<file path="config.mk">
export PLATFORM = sky130hd
export DESIGN_NAME = open_phase_element
export DESIGN_NICKNAME = d
export VERILOG_FILES = /design/src/open_phase_pkg.sv /design/src/open_phase_element.sv
export SDC_FILE = /design/constraint.sdc
export NUM_CORES = 1
export LEC_CHECK = 0
export ABC_CLOCK_PERIOD_IN_PS = 24200
export BUFFER_PORTS_ARGS = -buffer_cell sky130_fd_sc_hd__clkbuf_2
export CORE_ASPECT_RATIO = 0.8
export CORE_MARGIN = 4
export CORE_UTILIZATION = 60
export CTS_CLUSTER_SIZE = 20
export DETAILED_ROUTE_END_ITERATION = 12
export HOLD_SLACK_MARGIN = 0.15
export PLACE_DENSITY = 0.88
export SLEW_MARGIN = 30
export SYNTH_ARGS = -nofsm -noshare
export SYNTH_HDL_FRONTEND = slang
export SYNTH_SLANG_ARGS = --single-unit
</file>
<file path="constraint.sdc">
create_clock -name pclk -period 24.2 [get_ports pclk]
set_clock_uncertainty 0.2 [all_clocks]
set_input_delay 4.84 -clock pclk [delete_from_list [all_inputs] [get_ports pclk]]
set_output_delay 4.84 -clock pclk [all_outputs]
set_load 0.03 [all_outputs]
</file>
<file path="src/open_phase_pkg.sv">
// What this block does
// - Pickup rises only when the sequence ratio is above its setting, positive-sequence current is inside the floor and ceiling,
//   and one single phase current has stepped by more than 0.05 times CT.
// - In Trip and Control, trip rises once pickup has been held without a break for the whole operate delay; Alarm and Latched Alarm raise alarm instead.
// - If the ratio falls below about 97 to 98 percent of its setting before the delay ends, pickup drops at once and no trip follows.
// - The ratio setting runs 20.0 to 100.0 percent in 0.1 percent steps, default 20.0, as negative over positive sequence current.
// - The positive-sequence floor runs 0.05 to 1.00 times CT in 0.01 steps, default 0.10, and detection is inhibited below it.
// - The positive-sequence ceiling runs 0.05 to 5.00 times CT in 0.01 steps, default 0.10, and above it the element does not operate.
// - The operate delay runs 0.000 to 60.000 seconds in 1 ms steps, default 20.000 seconds.
// - Function select offers Disabled, Trip, Alarm, Latched Alarm and Control, and resets to Disabled.
// - Sequence magnitudes come from the phase phasors, and only a step confined to one phase may start pickup.
package open_phase_pkg;
  typedef enum logic [2:0] {
    FN_DISABLED = 3'b000,
    FN_TRIP     = 3'b001,
    FN_ALARM    = 3'b010,
    FN_LATCHED  = 3'b011,
    FN_CONTROL  = 3'b100
  } func_t;

  // Currents in units of 0.01 x CT, ratio in units of 0.1 percent.
  localparam int unsigned CLK_HZ         = 100_000_000;
  localparam int unsigned TICK_MS        = 1;
  localparam int unsigned TICK_CYCLES    = CLK_HZ / 1000 * TICK_MS;
  localparam logic [16:0] TICK_LAST      = 17'(TICK_CYCLES - 1);
  localparam logic [15:0] STEP_LIMIT     = 16'h0005;
  localparam logic [9:0]  RATIO_MIN      = 10'h0C8;
  localparam logic [9:0]  RATIO_MAX      = 10'h3E8;
  localparam logic [9:0]  RATIO_RST      = 10'h0C8;
  localparam logic [15:0] FLOOR_MIN      = 16'h0005;
  localparam logic [15:0] FLOOR_MAX      = 16'h0064;
  localparam logic [15:0] FLOOR_RST      = 16'h000A;
  localparam logic [15:0] CEIL_MIN       = 16'h0005;
  localparam logic [15:0] CEIL_MAX       = 16'h01F4;
  localparam logic [15:0] CEIL_RST       = 16'h000A;
  localparam logic [15:0] DELAY_MAX      = 16'hEA60;
  localparam logic [15:0] DELAY_RST      = 16'h4E20;
  // Dropout at 97.5 percent: ratio*40 < setting*39.
  localparam logic [5:0]  DROP_NUM       = 6'h27;
  localparam logic [5:0]  DROP_DEN       = 6'h28;

  localparam logic [7:0]  A_CTRL         = 8'h00;
  localparam logic [7:0]  A_RATIO        = 8'h04;
  localparam logic [7:0]  A_FLOOR        = 8'h08;
  localparam logic [7:0]  A_CEIL         = 8'h0C;
  localparam logic [7:0]  A_DELAY        = 8'h10;
  localparam logic [7:0]  A_STATE        = 8'h14;
  localparam logic [7:0]  A_IRQ_STAT     = 8'h18;
  localparam logic [7:0]  A_IRQ_MASK     = 8'h1C;
  localparam int          IRQ_PKP_BIT    = 0;
  localparam int          IRQ_TRIP_BIT   = 1;
  localparam int          IRQ_DROP_BIT   = 2;
endpackage

</file>
<file path="src/open_phase_element.sv">
// Our own choices: the address map and register access over APB.
`timescale 1ns/1ns
module open_phase_element (
  input  wire logic        pclk,
  input  wire logic        presetn,
  input  wire logic        psel,
  input  wire logic        penable,
  input  wire logic        pwrite,
  input  wire logic [7:0]  paddr,
  input  wire logic [31:0] pwdata,
  output logic [31:0]      prdata,
  output logic             pready,
  output logic             pslverr,
  input  wire logic        meas_valid,
  input  wire logic [15:0] ia_mag,
  input  wire logic [15:0] ib_mag,
  input  wire logic [15:0] ic_mag,
  input  wire logic [15:0] i1_mag,
  input  wire logic [15:0] i2_mag,
  output logic             pickup_q,
  output logic             trip_q,
  output logic             alarm_q,
  output logic             irq_q
);
  import open_phase_pkg::*;

  open_phase_pkg::func_t func_q;
  logic [9:0]  ratio_set_q;
  logic [15:0] floor_q, ceil_q, delay_q;
  logic [15:0] prev_q [3];
  logic [2:0]  step_hit;
  logic [2:0]  step_q;
  logic [16:0] tick_cnt_q;
  logic [15:0] ms_cnt_q;
  logic [2:0]  irq_stat_q, irq_mask_q, irq_set;
  logic        latch_q;
  logic        ratio_over, ratio_drop, window_ok, one_phase, disabled;
  logic [25:0] i2_x1000, i1_x_set;
  logic [31:0] i2_x_drop, i1_x_drop;
  logic        wr, rd, tick;
  logic        pickup_d, trip_d;
  logic [31:0] rd_d;
  logic        map_hit;

  assign wr = psel && penable && pwrite;
  assign rd = psel && !penable && !pwrite;
  assign disabled = (func_q == FN_DISABLED);

  // i2/i1 > r/1000 without a divider: i2*1000 > r*i1, with 1000 built as 1024 - 32 + 8.
  assign i2_x1000   = {i2_mag, 10'h000} - {5'h00, i2_mag, 5'h00} + {7'h00, i2_mag, 3'h0};
  assign i1_x_set   = 26'(i1_mag) * 26'(ratio_set_q);
  assign ratio_over = i2_x1000 > i1_x_set;
  // The ratio side is scaled by 40 and the setting side by 39 so the 97.5 percent dropout stays an exact integer compare.
  assign i2_x_drop  = 32'(i2_x1000) * 32'(DROP_DEN);
  assign i1_x_drop  = 32'(i1_x_set) * 32'(DROP_NUM);
  assign ratio_drop = i2_x_drop < i1_x_drop;
  assign window_ok  = (i1_mag >= floor_q) && (i1_mag <= ceil_q);

  genvar g;
  generate
    for (g = 0; g < 3; g++) begin : g_step
      logic [15:0] cur;
      assign cur = (g == 0) ? ia_mag : (g == 1) ? ib_mag : ic_mag;
      assign step_hit[g] = ((cur > prev_q[g]) ? (cur - prev_q[g]) : (prev_q[g] - cur)) > STEP_LIMIT;
      always_ff @(posedge pclk or negedge presetn) begin
        if (!presetn) begin
          prev_q[g] <= 16'h0000;
        end else if (meas_valid) begin
          prev_q[g] <= cur;
        end
      end
    end
  endgenerate

  // A step in exactly one phase is remembered while the function is enabled, the ratio stays over its setting and i1 stays inside the window.
  assign one_phase = (step_hit == 3'b001) || (step_hit == 3'b010) || (step_hit == 3'b100);

  always_ff @(posedge pclk or negedge presetn) begin
    if (!presetn) begin
      step_q <= 3'h0;
    end else if (disabled || !ratio_over || !window_ok) begin
      step_q <= 3'h0;
    end else if (meas_valid && one_phase) begin
      step_q <= step_hit;
    end
  end

  // Pickup holds once set until the ratio falls under the dropout level, i1 leaves the window or the function is disabled.
  always_comb begin
    pickup_d = pickup_q;
    if (disabled || !window_ok) begin
      pickup_d = 1'b0;
    end else if (!pickup_q) begin
      pickup_d = ratio_over && (step_q != 3'h0 || (meas_valid && one_phase));
    end else if (ratio_drop) begin
      pickup_d = 1'b0;
    end
  end

  always_ff @(posedge pclk or negedge presetn) begin
    if (!presetn) begin
      pickup_q <= 1'b0;
    end else begin
      pickup_q <= pickup_d;
    end
  end

  assign tick = (tick_cnt_q == TICK_LAST);

  always_ff @(posedge pclk or negedge presetn) begin
    if (!presetn) begin
      tick_cnt_q <= 17'h00000;
      ms_cnt_q   <= 16'h0000;
    end else if (!pickup_q) begin
      tick_cnt_q <= 17'h00000;
      ms_cnt_q   <= 16'h0000;
    end else begin
      tick_cnt_q <= tick ? 17'h00000 : tick_cnt_q + 17'h00001;
      if (tick && ms_cnt_q != 16'hFFFF) begin
        ms_cnt_q <= ms_cnt_q + 16'h0001;
      end
    end
  end

  assign trip_d = pickup_q && pickup_d && (ms_cnt_q >= delay_q);

  always_ff @(posedge pclk or negedge presetn) begin
    if (!presetn) begin
      trip_q <= 1'b0;
    end else begin
      trip_q <= trip_d && (func_q == FN_TRIP || func_q == FN_CONTROL);
    end
  end

  // A latched alarm outlives the condition; writing the clear bit releases it.
  always_ff @(posedge pclk or negedge presetn) begin
    if (!presetn) begin
      latch_q <= 1'b0;
      alarm_q <= 1'b0;
    end else begin
      if (disabled || (wr && paddr == A_CTRL && pwdata[4])) begin
        latch_q <= 1'b0;
      end else if (trip_d && func_q == FN_LATCHED) begin
        latch_q <= 1'b1;
      end
      alarm_q <= (trip_d && func_q == FN_ALARM) || latch_q ||
                 (trip_d && func_q == FN_LATCHED);
    end
  end

  always_ff @(posedge pclk or negedge presetn) begin
    if (!presetn) begin
      func_q      <= FN_DISABLED;
      ratio_set_q <= RATIO_RST;
      floor_q     <= FLOOR_RST;
      ceil_q      <= CEIL_RST;
      delay_q     <= DELAY_RST;
      irq_mask_q  <= 3'h0;
    end else if (wr) begin
      unique case (paddr)
        A_CTRL: begin
          if (pwdata[2:0] <= 3'h4) begin
            func_q <= open_phase_pkg::func_t'(pwdata[2:0]);
          end
        end
        A_RATIO: begin
          if (pwdata[9:0] >= RATIO_MIN && pwdata[9:0] <= RATIO_MAX && pwdata[31:10] == 22'h0) begin
            ratio_set_q <= pwdata[9:0];
          end
        end
        A_FLOOR: begin
          if (pwdata[15:0] >= FLOOR_MIN && pwdata[15:0] <= FLOOR_MAX) begin
            floor_q <= pwdata[15:0];
          end
        end
        A_CEIL: begin
          if (pwdata[15:0] >= CEIL_MIN && pwdata[15:0] <= CEIL_MAX) begin
            ceil_q <= pwdata[15:0];
          end
        end
        A_DELAY: begin
          if (pwdata[15:0] <= DELAY_MAX) begin
            delay_q <= pwdata[15:0];
          end
        end
        A_IRQ_MASK: irq_mask_q <= pwdata[2:0];
        default: ;
      endcase
    end
  end

  assign irq_set[IRQ_PKP_BIT]  = pickup_d && !pickup_q;
  assign irq_set[IRQ_TRIP_BIT] = trip_d && !trip_q;
  assign irq_set[IRQ_DROP_BIT] = pickup_q && !pickup_d;

  // Set wins over a write-one clear in the same cycle.
  // A mask bit of one lets its status bit reach the interrupt, so all are blocked after reset.
  always_ff @(posedge pclk or negedge presetn) begin
    if (!presetn) begin
      irq_stat_q <= 3'h0;
      irq_q      <= 1'b0;
    end else begin
      irq_stat_q <= (irq_stat_q & ~((wr && paddr == A_IRQ_STAT) ? pwdata[2:0] : 3'h0)) | irq_set;
      irq_q      <= |(irq_stat_q & irq_mask_q);
    end
  end

  always_comb begin
    map_hit = 1'b1;
    rd_d    = 32'h0000_0000;
    unique case (paddr)
      A_CTRL:     rd_d = {29'h0, func_q};
      A_RATIO:    rd_d = {22'h0, ratio_set_q};
      A_FLOOR:    rd_d = {16'h0, floor_q};
      A_CEIL:     rd_d = {16'h0, ceil_q};
      A_DELAY:    rd_d = {16'h0, delay_q};
      A_STATE:    rd_d = {ms_cnt_q, 9'h0, step_q, alarm_q, latch_q, trip_q, pickup_q};
      A_IRQ_STAT: rd_d = {29'h0, irq_stat_q};
      A_IRQ_MASK: rd_d = {29'h0, irq_mask_q};
      default:    map_hit = 1'b0;
    endcase
  end

  // Read data is registered in setup so the access phase completes at once.
  always_ff @(posedge pclk or negedge presetn) begin
    if (!presetn) begin
      prdata  <= 32'h0000_0000;
      pready  <= 1'b0;
      pslverr <= 1'b0;
    end else begin
      if (rd) begin
        prdata <= rd_d;
      end
      pready  <= psel && !penable;
      pslverr <= psel && !penable && !map_hit;
    end
  end
endmodule

</file>
Yosys cells after proc, flatten, opt, wreduce, memory -nomap -nowiden
Index checks and enable logic that the tools add are counted. W data, S select, Z words.

Register bits after elaboration: 190. Input port bits: 126. Output and inout bits: 38. Word-level logic and storage cells: 146.

$add $sub $neg: 10. Multipliers: 3. Magnitude comparators: 18. Equal/unequal tests: 17. Multiplexer cells: 17. Bitwise operators: 4. Reductions and logical operators: 56.

Operators by type and width (number): $pmux W32 S8 (1); $sub A16 B16 Y16 (6); $mux W16 (5); $gt A16 B16 Y1 (3); $gt A16 B3 Y1 const B (3); $mux W17 (2); $eq A8 B5 Y1 const B (4); $ge A16 B16 Y1 (2); $lt A32 B32 Y1 (1); $mul A26 B6 Y32 const B (1); $mul A26 B3 Y29 const B (1); $add A26 B19 Y26 (1); $gt A26 B26 Y1 (1); $mul A16 B10 Y26 (1); $sub A26 B21 Y26 (1); $logic_and A1 B1 Y1 (24); $logic_not A22 Y1 (1); $add A17 B1 Y17 const B (1); $eq A17 B17 Y1 const B (1); $add A16 B1 Y16 const B (1); $eq A8 B4 Y1 const B (2); $ge A16 B3 Y1 const B (1); $le A16 B16 Y1 (1); $le A16 B16 Y1 const B (1); 26 further kinds (59).

Longest topological paths before layout
Word-level depth: 16. Depth in mapped cells: 49. Gate-level depth less buffers: 47.

Least setup slack after synthesis
Ideal clock, no wire load.

Path type: input port to flip-flop. Start point: input i1_mag[4]. End point: register latch_q. Library setup time: 139 ps. Data arrival time: 14627 ps. Data required time: 23861 ps. Setup slack: 9234 ps. Stages on the path: 47. Buffers on the path: 1. Path through: clkbuf_1 -> nand2_1 -> fa_1 -> inv_1 -> fa_1 -> ha_1 -> fa_1 -> inv_1 -> fa_1 -> inv_1 -> ha_1 -> or2_2 -> a21oi_1 -> a21oi_1 -> a31oi_1 -> o21bai_1 -> a21o_1 -> a21o_1 -> (+11 left out) -> a21o_1 -> a21o_1 -> a21o_1 -> a21oi_1 -> o21ai_0 -> a221o_1 -> a41oi_1 -> nand2b_1 -> xnor2_1 -> ha_1 -> nor2b_1 -> o21ai_0 -> nand2b_1 -> a2111oi_0 -> o221ai_1 -> a21o_1 -> o2111ai_1 -> o21ai_0.

Longest elaborated chain between the ends: 10. Elaborated cells on any way between the ends: 17. Those cells by class: 2 x mul; 4 x order compare; 3 x mux; 8 x reduce/logical.

RTL lines: start, declared (line open_phase_element.sv:18) `input wire logic [15:0] i1_mag,`; $mul A16 B10 Y26 (line open_phase_element.sv:51) `assign i1_x_set = 26'(i1_mag) * 26'(ratio_set_q);`; $mul A26 B6 Y32 (line open_phase_element.sv:55) `assign i1_x_drop = 32'(i1_x_set) * 32'(DROP_NUM);`; $lt A32 B32 Y1 (line open_phase_element.sv:56) `assign ratio_drop = i2_x_drop < i1_x_drop;`; $mux W1 (line open_phase_element.sv:95) `end else if (ratio_drop) begin`; $mux W1 (line open_phase_element.sv:93) `end else if (!pickup_q) begin`; $mux W1 (*) (line open_phase_element.sv:91) `if (disabled || !window_ok) begin`; $logic_and A1 B1 Y1 (*) (2 in a row) (line open_phase_element.sv:125) `assign trip_d = pickup_q && pickup_d && (ms_cnt_q >= delay_q);`; $logic_and A1 B1 Y1 (*) (line open_phase_element.sv:143) `end else if (trip_d && func_q == FN_LATCHED) begin`; $reduce_bool A2 Y1 (no source line) (*); end signal, assigned (line open_phase_element.sv:138) `latch_q <= 1'b0;`; end signal, assigned (line open_phase_element.sv:142) `latch_q <= 1'b0;`; end signal, assigned (line open_phase_element.sv:144) `latch_q <= 1'b1;`; end, declared (line open_phase_element.sv:36) `logic latch_q;`.

Mark *: on every way between the ends. The rest lies on a longest branch, timed or not. A chain may end at the register's enable or synchronous reset.

Final worst setup path
Start point: input i1_mag[5]. End point: register latch_q.

Same word-level chain as after synthesis.

==> results by stage <==
Run status:
- The flow ran to the end, and the final reports show no timing, DRC or antenna violations.

STA:
- The shortest period the worst path allows is 15650 ps.
- The max-slew violation count is 0.
- Dividing the final minimum period by the clock period gives 0.647.
- Setup violations remaining at the end of the flow were counted as 0.
- Setup repair after global routing left no endpoint under its margin.
- The relative slew slack is 0.373.
- The slew at the pin closest to its max-slew limit is 917 ps.
- The count of endpoints failing hold in the final timing report is 0.
- For this run, the top clock speed supported by timing is 0.0639 GHz.
- For the final routed database, the setup TNS stands at 0 ps.

Clock tree:
- The number of clock buffers inserted by TritonCTS is 17.
- At the later pin of the worst-skew pair, clock insertion delay measures 460 ps.
- In this run the deepest clock path goes through 2 buffers.
- The clock tree synthesis step divided the H-tree into 4 levels.
- The quantity of gates resized following cts is 0.
- The tree is rooted in a sky130_fd_sc_hd__clkbuf_16.
- In this run, post-CTS hold repair placed 0 buffers.
- TritonCTS built the clock tree.
- CTS saw 190 sinks.
- Clock-pin slew was measured on the worst setup and hold paths at 90 ps.
- After clock tree synthesis, the setup repair step added 0 buffers.

Layout:
- Once layout is complete, the utilization of the core stands at 0.655.
- The fraction of final layout cells sized beyond drive strength 1 is 0.0916.
- Compared with the post-synthesis result, the final layout area differs by 6.74%.
- The final net count is 3993.

Job:
- The max capacitance violation total is 0.

Route:
- The first detailed-routing pass took 7 iterations.
- The post-detailed-route via-to-cell ratio is 5.99.
- For this run, design rule violations remaining after detail routing come to 0.
- The routed via count is 23.6k.
- The detailed router finished its first iteration with 2276 violations.
- The number of antenna-violating nets in the routed design is 0.
- The total wire length after detailed routing is 66200 um.
- The wire length per cell after detailed routing is 16.9 um.

Logic synthesis:
- The most used flip-flop cell after synthesis is sky130_fd_sc_hd__dfrtp_1.
- The synthesized netlist net count is 3920.
- The count of flip-flops with a built-in enable after synthesis is 0.
- Each instance of the synthesized netlist takes up on average 8.25 sq um.
- Counting flops and latches in the post-synthesis netlist gives 190.
- After synthesis, the netlist uses 97 different library cells.
- The post-synthesis cell count is 3244.
- Summing every instance area after synthesis gives 26800 sq um.
- The synthesis warning total is 0.
- Of all flip-flops after synthesis, the portion carrying an async set or reset was 1.00.
- The sequential share of the synthesized area is 0.178.

Setup path:
- The critical path arrival is 15780 ps.
- In this design, the stage delay of the slowest critical-path cell is 540 ps.
- The family with the most delay on the worst path is adder cells.
- The number of buffers and inverters on the critical path is 8.
- The required time of the worst setup path is 24330 ps.
- The end of the worst register-to-register path is latch_q.
- The nature of the critical path endpoint is a register.
- Among all stages on the critical path, the largest delay is contributed by sky130_fd_sc_hd__fa_1.
- The kind of critical path is in -> reg.
- The critical path depth is 47.
- In this run the register-to-register setup slack is 12260 ps.
- The worst setup path is launched from an input pin.
- Counting stages on the worst path, the most repeated cell is sky130_fd_sc_hd__a21o_1.
- The launch point of the worst reg-to-reg path is ratio_set_q[2].
- Counting cells, the worst reg-to-reg path comes to 46.
- The maximum fanout encountered on the critical timing path is 12.

GRT:
- The number of global-route vias before repair is 22.4k.
- The overall routing resource usage is 0.271.
- The initial antenna violation count came to 4.
- The leftover overflow at the end of global routing is 0.
- The first-pass GRT wire length is 110000 um.
- The pin count of the biggest net entering global routing is 127.

Hold path:
- The end point of the worst hold path is prdata[18].
- The classification of the worst-slack hold path is reg -> reg.
- Counting instances, the worst hold path has a depth of 2.
- The worst hold path begins at prdata[18].

Placement:
- The count of input and output buffers is 163.
- The post-detailed-placement half-perimeter wirelength is 52100 um.
- The congestion estimate from routability-driven global placement came to 0.925.

Power:
- The power per cell area is 49.9 nW/um^2.
- The static leakage power is 15.1 nW.
- The maximum resistive drop on vdd is 61.3 uV.

Floorplan:
- 164 I/O pins were placed.
- Measured along the y axis, the die boundary spans 197 um.
- The row count is 68.
- The total core area is 43600 sq um.
- The floorplan step defined a die boundary enclosing 48100 sq um.
- The initial utilization of the core area, before any placement, comes to 0.613.
- The horizontal extent of the die is 244 um.
cells in the mapped netlist (19+ instances only):
master | instances | area share
sky130_fd_sc_hd__mux2_2 | 24 | 0.010
sky130_fd_sc_hd__nand3_1 | 87 | 0.016
sky130_fd_sc_hd__nand2b_1 | 23 | 0.0054
sky130_fd_sc_hd__o21bai_1 | 24 | 0.0067
sky130_fd_sc_hd__fa_1 | 173 | 0.13
sky130_fd_sc_hd__o211ai_1 | 22 | 0.0062
sky130_fd_sc_hd__and3_1 | 37 | 0.0086
sky130_fd_sc_hd__nor3_1 | 48 | 0.0090
sky130_fd_sc_hd__or3_1 | 31 | 0.0072
sky130_fd_sc_hd__nor2b_1 | 35 | 0.0082
sky130_fd_sc_hd__xor2_1 | 55 | 0.018
sky130_fd_sc_hd__nand4_1 | 31 | 0.0072
sky130_fd_sc_hd__a21o_1 | 100 | 0.028
sky130_fd_sc_hd__o21ai_0 | 175 | 0.033
sky130_fd_sc_hd__clkbuf_1 | 95 | 0.013
sky130_fd_sc_hd__or2_2 | 19 | 0.0044
sky130_fd_sc_hd__nand2_1 | 333 | 0.047
sky130_fd_sc_hd__o21a_1 | 21 | 0.0059
sky130_fd_sc_hd__inv_1 | 495 | 0.069
sky130_fd_sc_hd__a21oi_1 | 151 | 0.028
sky130_fd_sc_hd__ha_1 | 377 | 0.18
sky130_fd_sc_hd__nor2_1 | 146 | 0.020
sky130_fd_sc_hd__a22oi_1 | 20 | 0.0056
sky130_fd_sc_hd__xnor2_1 | 91 | 0.030
sky130_fd_sc_hd__a31oi_1 | 36 | 0.0084
sky130_fd_sc_hd__and2_1 | 119 | 0.028
sky130_fd_sc_hd__dfrtp_1 | 178 | 0.17
placed cells by master (no fill, tap or decap), types with 11 or more instances in the layout:
master,n
sky130_fd_sc_hd__a31oi_1,36
sky130_fd_sc_hd__ha_1,377
sky130_fd_sc_hd__a2111oi_0,11
sky130_fd_sc_hd__clkbuf_16,17
sky130_fd_sc_hd__nand3_1,87
sky130_fd_sc_hd__nand2b_1,23
sky130_fd_sc_hd__nand4_1,31
sky130_fd_sc_hd__a22oi_1,20
sky130_fd_sc_hd__o21a_1,21
sky130_fd_sc_hd__o2111ai_1,11
sky130_fd_sc_hd__dfstp_2,12
sky130_fd_sc_hd__or3_1,31
sky130_fd_sc_hd__nor2_1,145
sky130_fd_sc_hd__o211ai_1,22
sky130_fd_sc_hd__xor2_1,55
sky130_fd_sc_hd__nor2b_1,35
sky130_fd_sc_hd__nand2_1,333
sky130_fd_sc_hd__clkbuf_2,162
sky130_fd_sc_hd__a21oi_1,151
sky130_fd_sc_hd__or2_2,19
sky130_fd_sc_hd__mux2i_1,16
sky130_fd_sc_hd__fa_1,173
sky130_fd_sc_hd__xnor2_1,91
sky130_fd_sc_hd__and2_1,119
sky130_fd_sc_hd__nor4_1,13
sky130_fd_sc_hd__o21bai_1,24
sky130_fd_sc_hd__and3_1,37
sky130_fd_sc_hd__o31ai_1,12
sky130_fd_sc_hd__inv_1,495
sky130_fd_sc_hd__a21boi_0,14
sky130_fd_sc_hd__mux2_2,24
sky130_fd_sc_hd__o21ai_0,175
sky130_fd_sc_hd__a211oi_1,18
sky130_fd_sc_hd__a21o_1,100
sky130_fd_sc_hd__nor3_1,47
sky130_fd_sc_hd__dfrtp_1,177
cell families (layout without fill, tap and decap cells):
| kind of cell | Yosys count | after routing | share of synthesized area |
|---|---|---|---|
| AOI/OAI and AO/OA | 724 | 724 | 0.179 |
| adders and majority gates | 553 | 553 | 0.307 |
| and+or+nand+nor | 974 | 974 | 0.181 |
| buffers and inverters | 614 | 700 | 0.0888 |
| muxes | 42 | 42 | 0.0178 |
| other | 0 | 5 | 0 |
| xor gates and xnor gates | 147 | 147 | 0.0486 |
| DFF | 190 | 190 | 0.178 |
cell type report:
cell class / count / area (sq um)
Multi-Input combinational cell: 2440 / 19700
Fill cell: 3484 / 15100
Sequential cell: 190 / 4770
Inverter: 495 / 1860
Timing Repair Buffer: 173 / 921
Tap cell: 595 / 744
Clock buffer: 18 / 429
Clock inverter: 14 / 188
Antenna cell: 5 / 12.5
metrics by stage:
step | hold WS, ps | instance area [sq um] | total power, mW | std cells | setup slack (ps)
floorplan | 250 | 26800 | 0.936 | 3244 | 9230
global placement | 251 | 27900 | 1.08 | 3892 | 8640
detailed placement | 255 | 27900 | 1.11 | 3892 | 8160
CTS | 280 | 28500 | 1.41 | 3924 | 8610
global route | 306 | 28600 | 1.54 | 3929 | 8060
finish | 278 | 28600 | 1.43 | 3930 | 8550
sequential cells by signal, indices dropped and copies added, names as in the netlist:
| signal | flops |
|---|---|
| prev_q | 48 |
| prdata | 32 |
| tick_cnt_q | 17 |
| ceil_q | 16 |
| delay_q | 16 |
| floor_q | 16 |
| ms_cnt_q | 16 |
| ratio_set_q | 10 |
| func_q | 3 |
| irq_mask_q | 3 |
| irq_stat_q | 3 |
| step_q | 3 |
| alarm_q | 1 |
| irq_q | 1 |
| latch_q | 1 |
| pickup_q | 1 |
| pready | 1 |
| pslverr | 1 |
| trip_q | 1 |
worst max path at each step:
| stage | slack (ps) | to | from |
|---|---|---|---|
| after floorplan | 9230 | latch_q | i1_mag[4] |
| after CTS | 8610 | latch_q | i1_mag[5] |
| after global routing | 8060 | latch_q | i1_mag[6] |
| after global placement | 8640 | latch_q | i1_mag[5] |
| after detailed placement | 8160 | latch_q | i1_mag[6] |
| final | 8550 | latch_q | i1_mag[5] |
worst register-to-register path, delay by kind of cell, from the launching register on:
kind / cells / cell delay (ps)
adders and majority gates: 11 / 4660
DFF: 1 / 890
buffers and inverters: 7 / 460
and+or+nand+nor: 5 / 840
AOI/OAI and AO/OA: 21 / 4270
xor gates and xnor gates: 2 / 500
power breakdown:
group,leakage [nW],switching (mW),internal (mW)
Sequential,2.38,0.00734,0.329
Clock,0.296,0.152,0.150
Combinational,12.4,0.450,0.337
Total,15.1,0.609,0.816
layer usage:
layer | global-route usage | share of wire
met5 | 0 | 0
met4 | 0.0716 | 0.025
met3 | 0.0507 | 0.091
met2 | 0.423 | 0.45
met1 | 0.392 | 0.44
(Power assumes the default switching activity.)
